<file path="src/pkg/dwos_pkg.sv">
// dwos_pkg: constants and types shared by the dual watchdog output safety block
// assumes a 20 MHz system clock; times below are converted to cycles here
package dwos_pkg;
  localparam int CLK_HZ = 20_000_000;
  // module watchdog: firmware must kick within this time (ms)
  localparam int MOD_WDT_MS = 1000;
  localparam int MOD_WDT_CYCLES = (CLK_HZ / 1000) * MOD_WDT_MS;
  // length of the processor reset pulse (us), least time rounded up
  localparam int CPU_RST_US = 10;
  localparam int CPU_RST_CYCLES = (CLK_HZ / 1_000_000) * CPU_RST_US;
  // communication timeout unit: one tick is 100 ms
  localparam int COMM_TICK_MS = 100;
  localparam int COMM_TICK_CYCLES = (CLK_HZ / 1000) * COMM_TICK_MS;
  localparam int COMM_TO_W = 8;
  localparam logic [COMM_TO_W-1:0] COMM_TO_RST = 8'h0A;
  // output source, reported for status
  typedef enum logic [1:0] {
    DWOS_SRC_POWERON,
    DWOS_SRC_CMD,
    DWOS_SRC_SAFE
  } dwos_src_e;
endpackage

</file>
<file path="src/hw/dwos_timer.sv">
// dwos_timer: restartable down-counter, pulses done when it runs out
// assumes the caller holds restart for a cycle to reload; enable gates counting
module dwos_timer #(
  parameter int W = 32
) (
  input wire logic clk,
  input wire logic rst,
  input wire logic restart,
  input wire logic enable,
  input wire logic [W-1:0] load,
  output logic done
);
  logic [W-1:0] cnt_r;

  // reload on restart, count while enabled, fire once on reaching one
  always_ff @(posedge clk or posedge rst) begin
    if (rst) begin
      cnt_r <= '0;
      done <= 1'b0;
    end else if (restart || !enable) begin
      cnt_r <= load;
      done <= 1'b0;
    end else if (cnt_r > W'(1)) begin
      cnt_r <= cnt_r - W'(1);
      done <= 1'b0;
    end else begin
      cnt_r <= load; // rearm so a silent link keeps reporting
      done <= 1'b1;
    end
  end
endmodule

</file>
<file path="src/hw/dwos_top.sv">
// dwos_top: module watchdog, communication watchdog and output source selection
// assumes host commands arrive as one-cycle strobes already decoded from the network
// assumes stored power-on and safe values are held steady by whoever owns them
//
// Summary of operation
// - module watchdog resets processor on failure
// - after watchdog reset, load power-on values
// - power-on values on power-up, watchdog, command reset
// - programmable comm timeout without host commands
// - comm timeout forces outputs to safe values
// - safe values only while comm watchdog enabled
// - set-output commands drive outputs otherwise
module dwos_top #(
  parameter int N_AO = 4,
  parameter int AO_W = 16,
  parameter int N_DO = 8,
  parameter int MOD_CYC = dwos_pkg::MOD_WDT_CYCLES,
  parameter int TICK_CYC = dwos_pkg::COMM_TICK_CYCLES
) (
  input wire logic clk,
  input wire logic rst,
  input wire logic cpu_kick,
  input wire logic cpu_fault,
  input wire logic host_cmd,
  input wire logic set_out,
  input wire logic [N_AO*AO_W-1:0] set_ao,
  input wire logic [N_DO-1:0] set_do,
  input wire logic reset_cmd,
  input wire logic comm_wdt_en,
  input wire logic [dwos_pkg::COMM_TO_W-1:0] comm_timeout,
  input wire logic [N_AO*AO_W-1:0] poweron_ao,
  input wire logic [N_DO-1:0] poweron_do,
  input wire logic [N_AO*AO_W-1:0] safe_ao,
  input wire logic [N_DO-1:0] safe_do,
  output logic cpu_rst,
  output logic [N_AO*AO_W-1:0] analog_output_channel,
  output logic [N_DO-1:0] digital_output,
  output logic comm_timed_out,
  output logic [1:0] out_source
);
  import dwos_pkg::*;

  // internal timing state; the tick counter is as wide as the timeout field
  logic mod_bite;
  logic tick;
  logic poweron_pend_r;
  logic [15:0] rst_cnt_r;
  logic [COMM_TO_W-1:0] tick_cnt_r;
  logic comm_to_pulse;

  // module watchdog: no kick in time or explicit fault bites
  // pausing it in reset trades early detection for never biting a processor still held
  dwos_timer #(.W(32)) u_mod_wdt (
    .clk(clk),
    .rst(rst),
    .restart(cpu_kick),
    .enable(!cpu_rst),
    .load(32'(MOD_CYC)),
    .done(mod_bite)
  );

  // processor reset pulse, stretched to a minimum width
  // a fresh cause restarts the width count, so back-to-back causes merge into one pulse
  always_ff @(posedge clk or posedge rst) begin
    if (rst) begin
      cpu_rst <= 1'b1; // processor held in reset with the block
      rst_cnt_r <= 16'(CPU_RST_CYCLES);
    end else if (mod_bite || cpu_fault || reset_cmd) begin
      cpu_rst <= 1'b1;
      rst_cnt_r <= 16'(CPU_RST_CYCLES);
    end else if (rst_cnt_r != 16'h0000) begin
      rst_cnt_r <= rst_cnt_r - 16'h0001;
    end else begin
      cpu_rst <= 1'b0;
    end
  end

  // power-on load requested by power-up, watchdog bite or command reset
  // the pending flag delays the load a cycle so it lands after the processor reset rises
  always_ff @(posedge clk or posedge rst) begin
    if (rst) begin
      poweron_pend_r <= 1'b1;
    end else begin
      poweron_pend_r <= mod_bite || cpu_fault || reset_cmd;
    end
  end

  // tick prescaler for the communication timeout
  dwos_timer #(.W(32)) u_tick (
    .clk(clk),
    .rst(rst),
    .restart(1'b0),
    .enable(1'b1),
    .load(32'(TICK_CYC)),
    .done(tick)
  );

  // communication watchdog: counts ticks since the last host command
  // clearing beats setting: a command in the expiring cycle shows the link is alive
  always_ff @(posedge clk or posedge rst) begin
    if (rst) begin
      tick_cnt_r <= '0;
      comm_timed_out <= 1'b0;
    end else if (host_cmd || !comm_wdt_en || cpu_rst) begin
      tick_cnt_r <= '0;
      comm_timed_out <= 1'b0;
    end else if (tick && !comm_timed_out) begin
      tick_cnt_r <= tick_cnt_r + COMM_TO_W'(1);
      if (tick_cnt_r + COMM_TO_W'(1) >= comm_timeout && comm_timeout != '0) begin
        comm_timed_out <= 1'b1;
      end
    end
  end
  // zero timeout never expires, though the tick count still runs; level only needs to rise once
  assign comm_to_pulse = tick && !comm_timed_out && comm_wdt_en && !host_cmd && !cpu_rst &&
                         comm_timeout != '0 && (tick_cnt_r + COMM_TO_W'(1) >= comm_timeout);

  // output source selection: reset loads beat commands, commands beat safe values
  // a timeout that coincides with a command is dropped, the command already restarted the count
  always_ff @(posedge clk or posedge rst) begin
    if (rst) begin
      analog_output_channel <= '0;
      digital_output <= '0;
      out_source <= 2'(DWOS_SRC_POWERON);
    end else if (poweron_pend_r) begin
      analog_output_channel <= poweron_ao;
      digital_output <= poweron_do;
      out_source <= 2'(DWOS_SRC_POWERON);
    end else if (set_out && !cpu_rst) begin
      analog_output_channel <= set_ao;
      digital_output <= set_do;
      out_source <= 2'(DWOS_SRC_CMD);
    end else if (comm_to_pulse && comm_wdt_en) begin
      analog_output_channel <= safe_ao;
      digital_output <= safe_do;
      out_source <= 2'(DWOS_SRC_SAFE);
    end
    // otherwise outputs hold their last values
  end
endmodule

</file>
<file path="config.mk">
export PLATFORM = sky130hd
export DESIGN_NAME = dwos_top
export DESIGN_NICKNAME = d
export VERILOG_FILES = /design/src/pkg/dwos_pkg.sv /design/src/hw/dwos_timer.sv /design/src/hw/dwos_top.sv
export SDC_FILE = /design/constraint.sdc
export NUM_CORES = 1
export LEC_CHECK = 0
export BUFFER_PORTS_ARGS = -buffer_cell sky130_fd_sc_hd__buf_4
export CAP_MARGIN = 10
export CORE_MARGIN = 2
export CORE_UTILIZATION = 51
export DETAILED_ROUTE_END_ITERATION = 16
export PLACE_DENSITY = 0.81
export RECOVER_POWER = 25
export SYNTH_ARGS = -nofsm -noshare
export SYNTH_HDL_FRONTEND = slang
export SYNTH_SLANG_ARGS = --single-unit
</file>
<file path="constraint.sdc">
create_clock -name clk -period 6.7 [get_ports clk]
set_clock_uncertainty 0.15 [all_clocks]
set_input_delay 1.005 -clock clk [delete_from_list [all_inputs] [get_ports clk]]
set_output_delay 1.005 -clock clk [all_outputs]
set_load 0.02 [all_outputs]
</file>
; ---- After elaboration in Yosys (flattened, before gate mapping)
; Index checks and enable logic that the tools add are counted.
[word_totals]
word_cells = 69
ff_bits = 167
output_inout_bits = 76
[classes]
muxes = 24
addsub = 4
n_reduce_logical = 25
n_lt_le_gt_ge = 3
n_eq_ne = 1
[ops]
columns = operator, count
row1 = $mux 64, 3
row2 = $mux 32, 3
row3 = $gt 32x1->1 const B, 2
row4 = $sub 32x1->32 const B, 2
row5 = $mux 8, 5
row6 = $mux 16, 2
row7 = $reduce_bool 16->1, 1
row8 = $sub 16x1->16 const B, 1
row9 = $logic_and 1x1->1, 9
row10 = $add 8x1->8 const B, 1
row11 = $ge 8x8->1, 1
row12 = $mux 1, 8
row13 = $reduce_bool 8->1, 1
row14 = $mux 2, 3
row15 = $reduce_bool 2->1, 3
row16 = $logic_or 1x1->1, 5
row17 = $logic_not 1->1, 4
row18 = $reduce_bool 3->1, 1
row19 = $ne 2x1->1 const B, 1
row20 = $reduce_and 2->1, 1

; ---- Depth between registers and ports, before layout
[depth]
depth_word = 11
mapped_depth = 11
mapped_depth_nobuf = 10

; ---- By module
; From an unflattened synthesis, not the netlist that was laid out.
[unflattened]
hier_cells = 969
hier_area_um2 = 9417.8
[by_module_without_submodules]
columns = mod, instances, area_each_um2, cells_each, seq_area_each_um2
row1 = dwos_top, 1, 5861.9, 579, 2533.7
row2 = dwos_timer, 2, 1778.0, 195, 825.8

; ---- Least setup slack after synthesis
; OpenSTA, ideal clock, no wires.
[synth_path]
kind = input -> register
from = in comm_timeout[2] in the netlist's numbering
to = reg analog_output_channel[0]
t_required_ps = 6425
arrival_time_ps = 3089
stages = 9
setup_slack_ps = 3336
n_path_buf = 1
cell_sequence = inv_1 ha_1 and3_1 o21ai_0 a311oi_1 a2111oi_2 o41ai_2 buf_2 mux2_2
[synth_via]
elab_chain_len = 5
elab_cells_between_ends = 6
[synth_rtl]
columns = item, line
row1 = start: declaration, dwos_top.sv:30  ; input wire logic [dwos_pkg::COMM_TO_W-1:0] comm_timeout,
row2 = "parallel branches: the longest is 2 deep, another holds $ge 8x8->1", --
row3 = $logic_and 1x1->1 *, dwos_top.sv:116  ; comm_timeout != '0 && (tick_cnt_r + COMM_TO_W'(1) >= comm_timeout);
row4 = $logic_and 1x1->1 *, dwos_top.sv:133  ; end else if (comm_to_pulse && comm_wdt_en) begin
row5 = $reduce_bool 3->1 (no line) *, --
row6 = end signal: assignment, dwos_top.sv:126  ; analog_output_channel <= poweron_ao;
row7 = end signal: assignment, dwos_top.sv:130  ; analog_output_channel <= set_ao;
row8 = end signal: assignment, dwos_top.sv:134  ; analog_output_channel <= safe_ao;
row9 = end: declaration, dwos_top.sv:36  ; output logic [N_AO*AO_W-1:0] analog_output_channel,
; Mark *: on every way between the ends.
; A chain may end at the register's enable or synchronous reset.

==> qor.yml <==
status:
  outcome: "finished, violations left"
  violations: "max-capacitance violations, max-slew violations"
worst_setup_path:
  crit_start: "rst"
  cp.required_ps: 6980
  cp-end-kind: "asynchronous set/reset pin"
  worstSetupStartpointType: "input port"
  r2r-start: "tick_cnt_r[0]"
  cp.arrival_ps: 4590
  path_max_fanout: 96
  critPathKind: "input port to asynchronous set/reset pin"
cts:
  cts_made_buffers: 17
  cts_tree: "done"
  h-tree-depth: 4
  worstSkewPairLatency_ps: 430
  cts.reportedPaths.clkPinSlew_ps: 70
  post_cts_buffers: 0
  clockBufferDepth: 2
  cts_root_buffer: "clkbuf_16"
  cts_hold_buf: 0
  clock-sinks: 167
  cts-resized-gates: 0
synthesis:
  synth.yosys.seq_area_share_pct: 46.5
  synth_top_area_share_pct: 45.0
  synth_edf_count: 0
  syn_inst: 907
  synth_fp_nets: 1153
  yosys_most_used_dff: "dfrtp_1"
  syn_area_per_cell_um2: 9.93
  netlist_area_um2: 9010
  synth_seq_cells: 167
  synth.largest_area_cell: "dfrtp_1"
  synth_cell_types: 48
  synth_area_leaders: "dfrtp_1 45%, mux2_2 9.0%, mux2i_1 8.4%"
  async_reset_ff_share_pct: 100
  synth-warning-count: 0
drt:
  routedWlPerCell_um: 17.1
  viasPerCell: 5.39
  drc_errors: 0
  first_pass_iters: 5
  ant_nets: 0
  routed_wirelength_um: 24500
  drt_iter0_drc: 454
  vias: 7724
floorplanning:
  ios: 308
  die-width_um: 137
  die_area_um2: 18700
  row_count: 48
  design.core.area_um2: 17300
  die_h_um: 137
  initial_core_util_pct: 52.1
timing:
  finalHoldViolations: 0
  post-route-period-util_pct: 64.3
  tightest_slew_ps: 4230
  setup_violations: 0
  layout_min_cycle_time_ps: 4310
  max_freq_mhz: 232
  tns_ps: 0
  hold-worst-slack_ps: 349
  grt_setup_unrepaired: "no"
  drv_slew: 97
  slew_headroom_pct: -184
finish:
  layout_common_cells: "311 x buf_4, 162 x dfrtp_1, 114 x nand2_1, 88 x nor2_1, 88 x o21ai_0"
  nNetsFinal: 1441
  syn2layout_area_growth_pct: 33.8
  final_common_cell: "buf_4"
  drive_above_1_share_pct: 35.9
  antenna_cells: 0
hold_path:
  hold_start: "out_source[1]"
  hold_class: "flip-flop to flip-flop"
pwr:
  ir_drop_mv: 0.193
  power.density_nw_per_um2: 204
  p_leak_nw: 5.43
global_routing:
  antenna_found_initial: 0
  overflow: 0
  track_usage_pct: 25.6
  grt_pass1_wl_um: 37400
  grt_pass1_vias: 7406
  grt_max_degree: 105
place:
  dp_hpwl_um: 18200
  gp_congestion: 0.860
  port_buffers: 307
flow_run:
  cap_violations: 1
-- critical path: stages --
cell        delay (ps)
clkbuf_4           110
clkinvlp_2        2350
buf_4              990
-- cell families (layout without fill, tap and decap cells) --
kind of cell | count (synthesis) | count (layout) | share of synthesized area, %
flops | 167 | 167 | 46.5
fa+ha+maj | 14 | 14 | 1.94
mux | 148 | 148 | 17.4
xor+xnor | 61 | 61 | 5.93
compound gates | 133 | 133 | 8.35
simple gates | 321 | 321 | 17.0
buf+inv | 63 | 364 | 2.89
-- cell type report --
type | instances | area, um2
repair buffers | 312 | 2340
flip-flops and latches | 167 | 4190
multi-input cells | 677 | 4590
fillers | 1341 | 5250
clock inverters | 12 | 129
inverters | 20 | 76.3
well taps | 225 | 282
clock buffers | 20 | 447
-- worst paths after layout --
path / cells past startpoint / end / slack, ps
max reg2reg: 11 / analog_output_channel[6] / 2880
max: 3 / u_tick.cnt_r[10] / 2390
max in group clk: 11 / analog_output_channel[6] / 2880
min: 1 / out_source[1] / 350
min reg2reg: 1 / out_source[1] / 350
min in group asynchronous: 2 / analog_output_channel[0] / 1710
-- layer usage --
metal  part of all wire [%]  GRT usage [%]
met4                    2.1           8.36
met3                    6.4           6.37
met1                     42           32.9
met5                      0              0
met2                     50           42.8
-- metrics by stage --
step	worst slack, ps	cell area, um2	utilization, %	instances	total power [mW]
after floorplan	1030	9010	-	907	1.29
after global placement	2840	11500	66.4	1401	1.51
after detailed placement	2790	11500	66.4	1401	1.52
after CTS	2930	12100	69.7	1433	2.48
after global routing	1620	12100	69.7	1433	2.56
final	2390	12100	69.7	1433	2.46
-- report_power, final --
group	internal (mW)	switching, mW	leakage [nW]	total (mW)
Sequential	1.06	0.0330	2.08	1.09
Clock	0.557	0.400	0.276	0.957
Combinational	0.215	0.194	3.08	0.409
-- cell usage after synthesis (12+ instances only) --
cell,count
ha_1,14
nor3_1,23
nor2_1,88
inv_1,20
clkbuf_1,26
nor4_1,16
dfrtp_1,162
or3_1,19
mux2i_1,76
or4_1,12
nand2_1,114
o21ai_0,89
xnor2_1,41
a21oi_1,20
xor2_1,20
mux2_2,72
-- registers in the layout, summed over array words and instances, names as in the netlist --
| signal | count |
|---|---|
| out_source | 2 |
| u_tick.done | 1 |
| poweron_pend_r | 1 |
| digital_output | 8 |
| u_tick.cnt_r | 32 |
| u_mod_wdt.cnt_r | 32 |
| rst_cnt_r | 16 |
| tick_cnt_r | 8 |
| u_mod_wdt.done | 1 |
| analog_output_channel | 64 |
| cpu_rst | 1 |
| comm_timed_out | 1 |
Note: power is estimated with default switching activity, not from simulation.
